--- src/hw/mqw_params.svh ---
// Purpose: Offsets, field positions and reset values for the write port select block
// Assumes: Included by bare name; 32-bit AXI4-Lite register bus, byte addresses
// Notes: Each register takes one aligned word, unused bits read as zero
// How it works
// RQ1 - Queue address is captured only on edges where the select strobe is high
// RQ2 - Writer pulses the select strobe only while changing queues, never held high
// RQ3 - Writer never raises select strobe and flag-bus strobe in one cycle
// RQ4 - Select strobe is ignored until programming done output is low
// RQ5 - Each write edge with write enable stores the input word in selected queue; code drops the word when that queue is full
// RQ6 - Direct mode: flag-bus strobe edge picks which device drives the flag bus
// RQ7 - Polled mode: flag bus steps each write edge, sync pulse on write clock
// RQ8 - Almost-full bus, almost-full flag and full flag change only on write edges
// RQ9 - Flag expansion out and in are timed on the write clock
// RQ10 - Writer supplies a continuous free-running write clock
// RQ11 - New queue takes data from the second edge after its selection edge
// RQ12 - Selection edge and next edge still write the previous queue
// RQ13 - Low three select bits pick a queue, high three must match device id
// RQ14 - Flag-bus device choice ignores low three select bits
// RQ15 - Write queue selection is held until the next strobed select edge
`ifndef MQW_PARAMS_SVH
`define MQW_PARAMS_SVH
`define MQW_ADDR_W 8
`define MQW_REG_CTRL 8'h00
`define MQW_REG_STATE 8'h04
`define MQW_REG_IRQ_STAT 8'h08
`define MQW_REG_IRQ_MASK 8'h0c
`define MQW_REG_FLAGS 8'h10
`define MQW_CTRL_POLLED 0
`define MQW_CTRL_ID_LSB 1
`define MQW_CTRL_RESET 4'h0
`define MQW_ST_VALID 3
`define MQW_ST_DRIVE 4
`define MQW_ST_DONE 5
`define MQW_FLAGS_AF_LSB 8
`define MQW_EV_REFUSED 0
`define MQW_EV_OVERRUN 1
`define MQW_EV_CONTEND 2
`define MQW_EV_N 3
`define MQW_RESP_OKAY 2'h0
`define MQW_RESP_SLVERR 2'h2
`endif

--- src/hw/mqw_pkg.sv ---
// Purpose: Types for the write port select block
// Assumes: Constants live in mqw_params.svh
// Notes: Used by package-qualified names only
package mqw_pkg;
  typedef enum logic {MQW_DIRECT, MQW_POLLED} mqw_flag_mode_t;
  typedef enum logic {MQW_SEL_IDLE, MQW_SEL_PENDING} mqw_sel_state_t;
endpackage : mqw_pkg

--- src/hw/mqw_queue_bank.sv ---
// Purpose: Eight flip-flop queues with per-queue full and almost-full status
// Assumes: DEPTH is a power of two
// Notes: Writes to a full queue and reads of an empty one are dropped
`timescale 1ns/10ps
`default_nettype none
module mqw_queue_bank #(
  parameter int WIDTH = 36,
  parameter int DEPTH = 4,
  parameter int AF_MARGIN = 1
) (
  // Clock and reset
  input wire logic clk,
  input wire logic rst_n,
  // Write port
  input wire logic wr_en,
  input wire logic [2:0] wr_queue,
  input wire logic [WIDTH-1:0] wr_data,
  // Read port
  input wire logic rd_en,
  input wire logic [2:0] rd_queue,
  output logic [WIDTH-1:0] rd_data,
  // Status
  output logic [7:0] full_vec,
  output logic [7:0] almost_full_vec
);
  localparam int PW = $clog2(DEPTH);
  logic [WIDTH-1:0] mem [8*DEPTH];
  logic [PW-1:0] wptr [8];
  logic [PW-1:0] rptr [8];
  logic [PW:0] cnt [8];
  logic do_wr;
  logic do_rd;

  assign do_wr = wr_en && !full_vec[wr_queue];
  assign do_rd = rd_en && (cnt[rd_queue] != '0);

  always_ff @(posedge clk) begin
    if (do_wr) begin
      mem[{wr_queue, wptr[wr_queue]}] <= wr_data;
    end
  end

  always_ff @(posedge clk) begin
    if (!rst_n) begin
      rd_data <= '0;
    end else if (do_rd) begin
      rd_data <= mem[{rd_queue, rptr[rd_queue]}];
    end
  end

  always_ff @(posedge clk) begin
    for (int q = 0; q < 8; q++) begin
      if (!rst_n) begin
        wptr[q] <= '0;
        rptr[q] <= '0;
        cnt[q] <= '0;
      end else begin
        if (do_wr && wr_queue == 3'(q)) begin
          wptr[q] <= wptr[q] + PW'(1);
        end
        if (do_rd && rd_queue == 3'(q)) begin
          rptr[q] <= rptr[q] + PW'(1);
        end
        cnt[q] <= cnt[q] + {{PW{1'b0}}, do_wr && wr_queue == 3'(q)}
          - {{PW{1'b0}}, do_rd && rd_queue == 3'(q)};
      end
    end
  end

  always_comb begin
    for (int q = 0; q < 8; q++) begin
      full_vec[q] = (cnt[q] == (PW+1)'(DEPTH));
      almost_full_vec[q] = (cnt[q] >= (PW+1)'(DEPTH - AF_MARGIN));
    end
  end
endmodule : mqw_queue_bank
`default_nettype wire

--- src/hw/mqw_write_port_select.sv ---
// Purpose: Write-side queue select, write steering and almost-full flag bus control
// Assumes: aclk is the free-running write clock; writer logic runs on it
// Notes: Registers over AXI4-Lite; one level interrupt from sticky events
//
// Implementation choices: the placing of the registers and register access over AXI4-Lite.
`timescale 1ns/10ps
`default_nettype none
`include "mqw_params.svh"
module mqw_write_port_select #(
  parameter int WIDTH = 36,
  parameter int DEPTH = 4,
  parameter int AF_MARGIN = 1
) (
  // Clock and reset
  input wire logic aclk,
  input wire logic aresetn,
  // AXI4-Lite slave
  input wire logic [`MQW_ADDR_W-1:0] s_axi_awaddr,
  input wire logic s_axi_awvalid,
  output logic s_axi_awready,
  input wire logic [31:0] s_axi_wdata,
  input wire logic [3:0] s_axi_wstrb,
  input wire logic s_axi_wvalid,
  output logic s_axi_wready,
  output logic [1:0] s_axi_bresp,
  output logic s_axi_bvalid,
  input wire logic s_axi_bready,
  input wire logic [`MQW_ADDR_W-1:0] s_axi_araddr,
  input wire logic s_axi_arvalid,
  output logic s_axi_arready,
  output logic [31:0] s_axi_rdata,
  output logic [1:0] s_axi_rresp,
  output logic s_axi_rvalid,
  input wire logic s_axi_rready,
  // Writer port
  input wire logic queue_select_strobe,
  input wire logic [5:0] write_select_bus,
  input wire logic flag_bus_strobe,
  input wire logic write_enable_n,
  input wire logic [WIDTH-1:0] data_in,
  // Configuration
  input wire logic program_ready,
  output logic program_done_out_n,
  // Read side drain
  input wire logic read_en,
  input wire logic [2:0] read_queue,
  output logic [WIDTH-1:0] read_data,
  // Flags and expansion
  output logic full_flag,
  output logic almost_full_flag,
  output logic [7:0] almost_full_flag_bus,
  output logic almost_full_flag_bus_oe,
  output logic flag_bus_sync,
  output logic flag_expansion_out,
  input wire logic flag_expansion_in,
  // Interrupt
  output logic irq
);
  logic [3:0] ctrl_reg, w_strb_reg;
  logic [`MQW_EV_N-1:0] irq_stat_reg, irq_mask_reg, event_vec;
  mqw_pkg::mqw_flag_mode_t flag_mode;
  mqw_pkg::mqw_sel_state_t sel_state_reg;
  logic [2:0] dev_id, pend_queue_reg, wr_queue_reg, poll_cnt_reg;
  logic pend_hit_reg, wr_valid_reg, sel_ok, wr_go, owner_reg, fx_in_reg;
  logic aw_hold_reg, w_hold_reg, do_reg_wr;
  logic [7:0] full_vec, af_vec;
  logic [`MQW_ADDR_W-1:0] aw_addr_reg;
  logic [31:0] w_data_reg, rd_mux;
  function automatic logic reg_known(input logic [`MQW_ADDR_W-1:0] a);
    reg_known = (a == `MQW_REG_CTRL) || (a == `MQW_REG_STATE) || (a == `MQW_REG_IRQ_STAT)
      || (a == `MQW_REG_IRQ_MASK) || (a == `MQW_REG_FLAGS);
  endfunction : reg_known

  assign flag_mode = ctrl_reg[`MQW_CTRL_POLLED] ? mqw_pkg::MQW_POLLED : mqw_pkg::MQW_DIRECT;
  assign dev_id = ctrl_reg[`MQW_CTRL_ID_LSB +: 3];
  // Done output goes low once setup logic reports programming complete
  always_ff @(posedge aclk) begin
    if (!aresetn) begin
      program_done_out_n <= 1'b1;
    end else begin
      program_done_out_n <= !program_ready;
    end
  end
  // RQ4 lockout before done
  assign sel_ok = queue_select_strobe && !program_done_out_n;
  // RQ12 old queue kept two edges
  always_ff @(posedge aclk) begin
    if (!aresetn) begin
      sel_state_reg <= mqw_pkg::MQW_SEL_IDLE;
      pend_queue_reg <= 3'h0;
      pend_hit_reg <= 1'b0;
      wr_queue_reg <= 3'h0;
      wr_valid_reg <= 1'b0;
    end else begin
      // RQ1 strobed capture
      if (sel_ok) begin
        pend_queue_reg <= write_select_bus[2:0];
        // RQ13 device id match
        pend_hit_reg <= (write_select_bus[5:3] == dev_id);
      end
      // RQ15 held until strobe
      case (sel_state_reg)
        mqw_pkg::MQW_SEL_IDLE: begin
          if (sel_ok) begin
            sel_state_reg <= mqw_pkg::MQW_SEL_PENDING;
          end
        end
        mqw_pkg::MQW_SEL_PENDING: begin
          // RQ11 commit one edge later
          wr_queue_reg <= pend_queue_reg;
          wr_valid_reg <= pend_hit_reg;
          sel_state_reg <= sel_ok ? mqw_pkg::MQW_SEL_PENDING : mqw_pkg::MQW_SEL_IDLE;
        end
        default: begin
          sel_state_reg <= mqw_pkg::MQW_SEL_IDLE;
        end
      endcase
    end
  end

  // RQ5 write steering
  assign wr_go = !write_enable_n && wr_valid_reg;

  mqw_queue_bank #(
    .WIDTH(WIDTH),
    .DEPTH(DEPTH),
    .AF_MARGIN(AF_MARGIN)
  ) u_bank (
    .clk(aclk),
    .rst_n(aresetn),
    .wr_en(wr_go),
    .wr_queue(wr_queue_reg),
    .wr_data(data_in),
    .rd_en(read_en),
    .rd_queue(read_queue),
    .rd_data(read_data),
    .full_vec(full_vec),
    .almost_full_vec(af_vec)
  );

  // RQ8 flags on write edges
  always_ff @(posedge aclk) begin
    if (!aresetn) begin
      full_flag <= 1'b0;
      almost_full_flag <= 1'b0;
      almost_full_flag_bus <= 8'h00;
    end else begin
      full_flag <= full_vec[wr_queue_reg];
      almost_full_flag <= af_vec[wr_queue_reg];
      almost_full_flag_bus <= af_vec;
    end
  end

  // Flag bus ownership, polling and expansion; enables are registered so edges line up
  always_ff @(posedge aclk) begin
    if (!aresetn) begin
      owner_reg <= 1'b0;
      poll_cnt_reg <= 3'h0;
      flag_bus_sync <= 1'b0;
      almost_full_flag_bus_oe <= 1'b0;
      flag_expansion_out <= 1'b0;
      fx_in_reg <= 1'b0;
    end else begin
      // RQ6 direct device choice
      if (flag_bus_strobe) begin
        // RQ14 upper bits only
        owner_reg <= (write_select_bus[5:3] == dev_id);
      end
      // RQ7 polled stepping and sync
      poll_cnt_reg <= poll_cnt_reg + 3'h1;
      flag_bus_sync <= (flag_mode == mqw_pkg::MQW_POLLED) && (poll_cnt_reg == 3'h7);
      if (flag_mode == mqw_pkg::MQW_POLLED) begin
        almost_full_flag_bus_oe <= ((poll_cnt_reg + 3'h1) == dev_id);
      end else begin
        almost_full_flag_bus_oe <= flag_bus_strobe ? (write_select_bus[5:3] == dev_id) : owner_reg;
      end
      // RQ9 expansion on write clock
      flag_expansion_out <= almost_full_flag_bus_oe;
      fx_in_reg <= flag_expansion_in;
    end
  end

  assign event_vec[`MQW_EV_REFUSED] = queue_select_strobe && program_done_out_n;
  assign event_vec[`MQW_EV_OVERRUN] = wr_go && full_vec[wr_queue_reg];
  assign event_vec[`MQW_EV_CONTEND] = fx_in_reg && almost_full_flag_bus_oe;

  // AXI write: address and data are held apart, then applied together
  assign s_axi_awready = !aw_hold_reg && !s_axi_bvalid;
  assign s_axi_wready = !w_hold_reg && !s_axi_bvalid;
  assign do_reg_wr = aw_hold_reg && w_hold_reg;

  always_ff @(posedge aclk) begin
    if (!aresetn) begin
      aw_hold_reg <= 1'b0;
      w_hold_reg <= 1'b0;
      aw_addr_reg <= '0;
      w_data_reg <= 32'h0000_0000;
      w_strb_reg <= 4'h0;
      s_axi_bvalid <= 1'b0;
      s_axi_bresp <= `MQW_RESP_OKAY;
    end else begin
      if (s_axi_awvalid && s_axi_awready) begin
        aw_hold_reg <= 1'b1;
        aw_addr_reg <= s_axi_awaddr;
      end
      if (s_axi_wvalid && s_axi_wready) begin
        w_hold_reg <= 1'b1;
        w_data_reg <= s_axi_wdata;
        w_strb_reg <= s_axi_wstrb;
      end
      if (do_reg_wr) begin
        aw_hold_reg <= 1'b0;
        w_hold_reg <= 1'b0;
        s_axi_bvalid <= 1'b1;
        s_axi_bresp <= reg_known(aw_addr_reg) ? `MQW_RESP_OKAY : `MQW_RESP_SLVERR;
      end else if (s_axi_bvalid && s_axi_bready) begin
        s_axi_bvalid <= 1'b0;
      end
    end
  end

  // Register file; a new event wins over a write-one clear in the same cycle
  always_ff @(posedge aclk) begin
    if (!aresetn) begin
      ctrl_reg <= `MQW_CTRL_RESET;
      irq_mask_reg <= '0;
      irq_stat_reg <= '0;
    end else begin
      if (do_reg_wr && w_strb_reg[0] && aw_addr_reg == `MQW_REG_CTRL) begin
        ctrl_reg <= w_data_reg[3:0];
      end
      if (do_reg_wr && w_strb_reg[0] && aw_addr_reg == `MQW_REG_IRQ_MASK) begin
        irq_mask_reg <= w_data_reg[`MQW_EV_N-1:0];
      end
      if (do_reg_wr && w_strb_reg[0] && aw_addr_reg == `MQW_REG_IRQ_STAT) begin
        irq_stat_reg <= (irq_stat_reg & ~w_data_reg[`MQW_EV_N-1:0]) | event_vec;
      end else begin
        irq_stat_reg <= irq_stat_reg | event_vec;
      end
    end
  end

  assign irq = |(irq_stat_reg & irq_mask_reg);

  always_comb begin
    rd_mux = 32'h0000_0000;
    case (s_axi_araddr)
      `MQW_REG_CTRL: rd_mux[3:0] = ctrl_reg;
      `MQW_REG_STATE: begin
        rd_mux[2:0] = wr_queue_reg;
        rd_mux[`MQW_ST_VALID] = wr_valid_reg;
        rd_mux[`MQW_ST_DRIVE] = almost_full_flag_bus_oe;
        rd_mux[`MQW_ST_DONE] = !program_done_out_n;
      end
      `MQW_REG_IRQ_STAT: rd_mux[`MQW_EV_N-1:0] = irq_stat_reg;
      `MQW_REG_IRQ_MASK: rd_mux[`MQW_EV_N-1:0] = irq_mask_reg;
      `MQW_REG_FLAGS: begin
        rd_mux[7:0] = full_vec;
        rd_mux[`MQW_FLAGS_AF_LSB +: 8] = af_vec;
      end
      default: rd_mux = 32'h0000_0000;
    endcase
  end

  // AXI read answers one cycle after the address is taken
  assign s_axi_arready = !s_axi_rvalid;

  always_ff @(posedge aclk) begin
    if (!aresetn) begin
      s_axi_rvalid <= 1'b0;
      s_axi_rdata <= 32'h0000_0000;
      s_axi_rresp <= `MQW_RESP_OKAY;
    end else if (s_axi_arvalid && s_axi_arready) begin
      s_axi_rvalid <= 1'b1;
      s_axi_rdata <= rd_mux;
      s_axi_rresp <= reg_known(s_axi_araddr) ? `MQW_RESP_OKAY : `MQW_RESP_SLVERR;
    end else if (s_axi_rready) begin
      s_axi_rvalid <= 1'b0;
    end
  end
endmodule : mqw_write_port_select
`default_nettype wire

--- config.mk ---
export PLATFORM = sky130hd
export DESIGN_NAME = mqw_write_port_select
export DESIGN_NICKNAME = d
export VERILOG_FILES = /design/src/hw/mqw_pkg.sv /design/src/hw/mqw_queue_bank.sv /design/src/hw/mqw_write_port_select.sv
export VERILOG_INCLUDE_DIRS = /design/src /design/src/hw
export SDC_FILE = /design/constraint.sdc
export NUM_CORES = 2
export LEC_CHECK = 0
export ABC_AREA = 1
export BUFFER_PORTS_ARGS = -buffer_cell sky130_fd_sc_hd__clkbuf_2
export CAP_MARGIN = 20
export CORE_ASPECT_RATIO = 0.7
export CORE_UTILIZATION = 40
export DETAILED_ROUTE_END_ITERATION = 16
export HOLD_SLACK_MARGIN = 0.15
export SLEW_MARGIN = 20
export SYNTH_ARGS = -nofsm -noshare
export SYNTH_HDL_FRONTEND = slang
export SYNTH_SLANG_ARGS = --single-unit
export TNS_END_PERCENT = 5
--- constraint.sdc ---
create_clock -name aclk -period 3.37 [get_ports aclk]
set_input_delay 0.337 -clock aclk [delete_from_list [all_inputs] [get_ports aclk]]
set_output_delay 0.337 -clock aclk [all_outputs]
set_load 0.005 [all_outputs]
# Yosys cells after proc, flatten, opt, wreduce, memory -nomap -nowiden
# Memories as Yosys holds them, arrays and structs flattened. A register that Yosys moved wholly into a read port is not among the register bits.
# Index checks and enable logic that the tools add are counted.
# totals
ram_bits	1208
latch_bits	0
wordCells	295
input_bits	110
n_memories	4
mem_bits_ro	0
regBits	75
out_inout_bits	92
# mem_list
name	depth	word_bits	read_ports	rd_clocked_by_memory_dff	write_ports	line_no	rtl
u_bank.mem	32	36	1	1	1	mqw_queue_bank.sv:27	logic [WIDTH-1:0] mem [8*DEPTH];
u_bank.cnt	8	3	9	0	8	mqw_queue_bank.sv:30	logic [PW:0] cnt [8];
u_bank.rptr	8	2	9	0	8	mqw_queue_bank.sv:29	logic [PW-1:0] rptr [8];
u_bank.wptr	8	2	9	1	8	mqw_queue_bank.sv:28	logic [PW-1:0] wptr [8];
# op_classes
muxes	97
add_sub_neg	33
div	0
n_reduce_logical	61
n_eq_ne	33
n_shift	0
bitwise	30
n_mul	0
order_cmp	9
# ops
cell	count
1-bit 2-to-1 mux	62
3-bit equality test, second input constant	17
2-bit 2-to-1 mux	18
1-bit logical AND	35
3-bit 2-to-1 mux	11
2-bit by 1-bit adder with 2-bit output, second input constant	16
8-bit by 4-bit equality test with 1-bit output, second input constant	4
3-bit by 1-bit adder with 3-bit output	8
3-bit by 2-bit >= comparator with 1-bit output, second input constant	8
1-bit OR	24
3-bit by 1-bit subtractor with 3-bit output	8
8-bit by 3-bit equality test with 1-bit output, second input constant	2
8-bit by 5-bit equality test with 1-bit output, second input constant	2
8-bit zero test	2
3-bit one-hot mux with 5 select lines	1
3-bit by 2-bit equality test with 1-bit output, second input constant	4
10-bit 2-to-1 mux	1
1-bit zero test	9
1-bit logical OR	8
3-bit AND	2
1-bit binary-select mux with 3-bit select	2
3-bit by 1-bit equality test with 1-bit output, second input constant	2
3-bit equality test	2
3-bit zero test	2
11 further kinds	13

# Logic depth before layout (Yosys ltp)
# An unclocked memory read counts as a cell.
# logic_depth
depth_word	11
ltp_mapped	18
ltp_nobuf	17

# By module
# Synthesis repeated with hierarchy kept, for this count alone.
# hier_totals
cells_unflattened	5488
area_unflattened_um2	57520.2
# modules_own_cells
module	n_inst	seq_area_each_um2	cells_each	area_per_inst_um2
mqw_queue_bank	1	36755.3	5039	54278.3
mqw_write_port_select	1	1461.4	449	3241.9

# Least setup slack after synthesis
# OpenSTA, ideal clock, no wires.
# synth_timing
path_type	register -> register
start	reg wr_queue_reg[1]
end	mem u_bank.mem[0][0] (enable)
slack_ns	-0.004
period_less_slack_ns	3.374
setup_time_ns	0.429
n_path_buf	0
path_stages_with_launch	9
arrival_time_ns	2.945
required_time_ns	2.941
cell_sequence	dfxtp_1 > inv_1 > nand2_1 > o21ai_0 > o32ai_1 > nand3_1 > nor3_1 > inv_1 > nor2_1
# synth_via
elab_chain_len	6
# synth_lines
item	line_no	rtl
start: declaration	mqw_write_port_select.sv:63	logic [2:0] dev_id, pend_queue_reg, wr_queue_reg, poll_cnt_reg;
start signal: assignment	mqw_write_port_select.sv:110	wr_queue_reg <= pend_queue_reg;
1-bit binary-select mux with 3-bit select	mqw_queue_bank.sv:34	assign do_wr = wr_en && !full_vec[wr_queue];
1-bit 2-to-1 mux (implied by the code)	mqw_queue_bank.sv:34	
1-bit zero test	mqw_queue_bank.sv:34	
1-bit logical AND	mqw_queue_bank.sv:34	
1-bit 2-to-1 mux	mqw_queue_bank.sv:38	if (do_wr) begin
1-bit 2-to-1 mux (implied by the code)	mqw_queue_bank.sv:39	mem[{wr_queue, wptr[wr_queue]}] <= wr_data;
end: declaration	mqw_queue_bank.sv:27	
# Several ways; a longest one is shown, not always the timed one. The select of a mux whose other input is x is not followed.

# Worst setup path after layout
# layout_timing
start	in s_axi_araddr[6]
end	reg s_axi_rdata[1]
# layout_via
elab_chain_len	2
word_cells_on_any_way	6
classes_between	4 x eq/ne; 1 x mux; 1 x reduce/logical
# layout_lines
item	line_no	rtl
start: declaration	mqw_write_port_select.sv:28	input wire logic [`MQW_ADDR_W-1:0] s_axi_araddr,
8-bit by 5-bit equality test with 1-bit output, or another cell as far along	mqw_write_port_select.sv:247	case (s_axi_araddr)
3-bit one-hot mux with 5 select lines (*)	mqw_write_port_select.sv:247	
end signal: assignment	mqw_write_port_select.sv:275	s_axi_rdata <= rd_mux;
end: declaration	mqw_write_port_select.sv:31	output logic [31:0] s_axi_rdata,
# Mark *: on every way between the ends. The rest lies on a longest branch, timed or not.
# A chain may end at the register's enable or synchronous reset.

==> results.yml <==
placement:
  placed_cells: 7408
  gp_congestion: 0.7995
  dp_hpwl_um: 86300
  portBuffers: 152
  placed_area_um2: 61860
  pre_cts_ws_ns: 0.4227
die:
  ios: 202
  rows: 116
  die-area_um2: 145600
  die-width_um: 455.7
  die_height_um: 319.6
  fp.coreArea_um2: 143000
  start_util_pct: 40.32
yosys:
  synth_edf_count: 1184
  ys.flop_type: "edfxtp_1"
  async_reset_ff_share_pct: 0
  synth_top_area_cell: "edfxtp_1"
  synth.distinct_cells: 41
  yosysTopAreaCellShare_pct: 61.69
  synth_most_common_cell: "nand2_1"
  avgSynthCellArea_um2: 10.47
  synthTopCellsByCount: "1,475 x nand2_1, 1,184 x edfxtp_1, 724 x inv_1, 582 x nand3_1, 405 x nand3b_1"
  synth_area_um2: 57640
  yosysSeqAreaShare_pct: 66.41
  synth.top_cells.by_area: "edfxtp_1 62%, nand2_1 9.6%, nand3b_1 5.3%"
  ys_warn_count: 0
  synth-seq-cells: 1320
  syn_inst: 5504
pwr:
  ir_drop_mv: 0.4202
  p_per_area_nw_per_um2: 539.7
  p_leak_nw: 27.24
sta:
  worst_slack_ns: 0.3797
  period_minus_slack_ns: 2.990
  tns_ns: 0
  rsz0062_at_grt: "no"
  clock-skew-final_ns: 0.03091
  hold_viol_final: 0
  drv_slew: 0
  tightest_slew_ns: 0.9135
  finalSetupViolations: 0
  timing.final.crit_share_pct: 88.73
  slew_headroom_pct: 39.10
  timing.fmax_ghz: 0.3344
detailed_routing:
  vias_per_cell: 5.126
  wl_met3_um: 9759
  dr.pass1.iters: 5
  vias: 39610
  routedWlPerCell_um: 20.89
  wl_um: 161400
  drt_iter0_drc: 3647
  dr.max_layer_used: "met5"
  ant_nets: 0
  drc: 0
  wl_met1_um: 73490
  met2_length_um: 74290
global_routing:
  grt_max_degree: 110
  overflow: 0
  grt_pass1_wl_um: 239400
  grt_usage_pct: 21.96
  grt_pass1_vias: 36930
  antenna_found_initial: 5
clocking:
  hold_buffers: 69
  root_buffer: "clkbuf_16"
  post-cts-setup-buffer-count: 0
  clk_pin_slew_worst_paths_ns: 0.06
  cts_htree_levels: 4
  insertion_delay_ns: 0.78
  cts.sink_count: 1320
  cts_resized: 0
  clock_path_buffers: 3
  tritoncts: "done"
  tritoncts.num_buffers: 135
worst_setup_path:
  path_class: "input port to register"
  crit_required_ns: 4.07
  critPathMaxFanout: 5
  cp-end-kind: "register"
  worst-endpoint-arrival_ns: 3.70
  start_kind: "input port"
finish:
  largest_reg_flops: 1152
  postLayoutCellArea_um2: 66830
  layout-drive-gt1-share_pct: 9.390
  finish.net_count: 5870
  areaGrowthSynthToFinish_pct: 15.95
  fin_cells: 7726
flow_run:
  maxCapViolCount: 0
outcome:
  status: "completed"
hold_path:
  worstHoldPathType: "input port to register"
==> placed cells by master (no fill, tap or decap), types with 7 or more instances in the layout <==
cell | synthesis | layout
fa_1 | 8 | 8
clkinv_2 | 0 | 16
edfxtp_1 | 1184 | 1184
o21ai_1 | 10 | 10
clkbuf_8 | 0 | 7
nand2_1 | 1475 | 1472
o22ai_1 | 7 | 7
clkbuf_2 | 0 | 152
clkbuf_1 | 123 | 45
dfxtp_1 | 136 | 136
xor2_1 | 7 | 7
nor2_1 | 256 | 223
buf_4 | 26 | 92
a21oi_1 | 43 | 43
conb_1 | 1 | 18
clkinv_1 | 1 | 24
inv_1 | 724 | 721
o211ai_1 | 27 | 27
xnor2_1 | 23 | 23
dlygate4sd3_1 | 0 | 69
a21boi_0 | 7 | 7
clkbuf_16 | 0 | 142
nor3_1 | 25 | 25
nand3_1 | 582 | 580
nand3b_1 | 405 | 405
ha_1 | 26 | 26
nor2_4 | 0 | 33
buf_12 | 0 | 76
o21ai_0 | 200 | 200
==> critical path, stage by stage <==
cell and delay, ns:
dlygate4sd3_1 0.53, clkbuf_2 0.10, nor2_1 0.18, dlygate4sd3_1 0.63, nand3_1 0.13, dlygate4sd3_1 0.59
nor2_1 0.25, nand2_1 0.09, nand2_1 0.07, a211oi_1 0.04, a21oi_1 0.16, dlygate4sd3_1 0.57
==> layout make-up <==
type / count / area, um^2
Antenna cell: 2 / 5.005
Clock buffer: 195 / 3824
Clock inverter: 52 / 442.9
Fill cell: 12880 / 76140
Inverter: 730 / 2749
Multi-Input combinational cell: 3151 / 15510
Sequential cell: 1320 / 38280
Tap cell: 1888 / 2362
Timing Repair Buffer: 388 / 3659
==> where the power goes <==
| group | switching, W | internal [W] |
|---|---|---|
| Clock | 0.00627 | 0.00836 |
| Combinational | 0.00236 | 0.00106 |
| Sequential | 0.0000908 | 0.0179 |
==> cells by family (layout without fill, tap and decap cells) <==
logic type / count (synthesis) / after routing / synth area share, %
AND/OR/NAND/NOR: 2754 / 2754 / 21.95
other: 1 / 20 / 0.006506
XOR/XNOR: 30 / 30 / 0.4559
flip-flops: 1320 / 1320 / 66.41
adder cells (fa/ha/maj): 34 / 34 / 0.8423
buffers and inverters: 1050 / 1365 / 7.316
AO/OA/AOI/OAI: 315 / 315 / 3.015
==> through the flow <==
stage          hold WS [ns]  power [W]  utilization [%]
3_3_place_gp         0.4155    0.02166            43.27
3_5_place_dp         0.4246    0.02169            43.27
6_report             0.2057    0.03606            46.74
5_1_grt              0.2231    0.03737            46.74
2_1_floorplan        0.4056    0.02039                -
4_1_cts              0.1613    0.03634            46.74
==> metal layers <==
layer,track usage (%),vias up
li1,-,18750
met3,3.304,233
met1,31.17,19440
met2,34.77,1176
met5,0,-
met4,6.606,2
==> final timing paths <==
check                         from                  to  slack (ns)  cells past startpoint
setup / recovery   s_axi_araddr[6]      s_axi_rdata[1]        0.38                     12
hold / removal         data_in[29]  u_bank.mem[20][29]        0.21                      1
setup reg to reg  u_bank.cnt[5][1]    u_bank.cnt[2][2]        0.56                     16
hold reg to reg          fx_in_reg     irq_stat_reg[2]        0.44                      2
(Power assumes the default switching activity.)
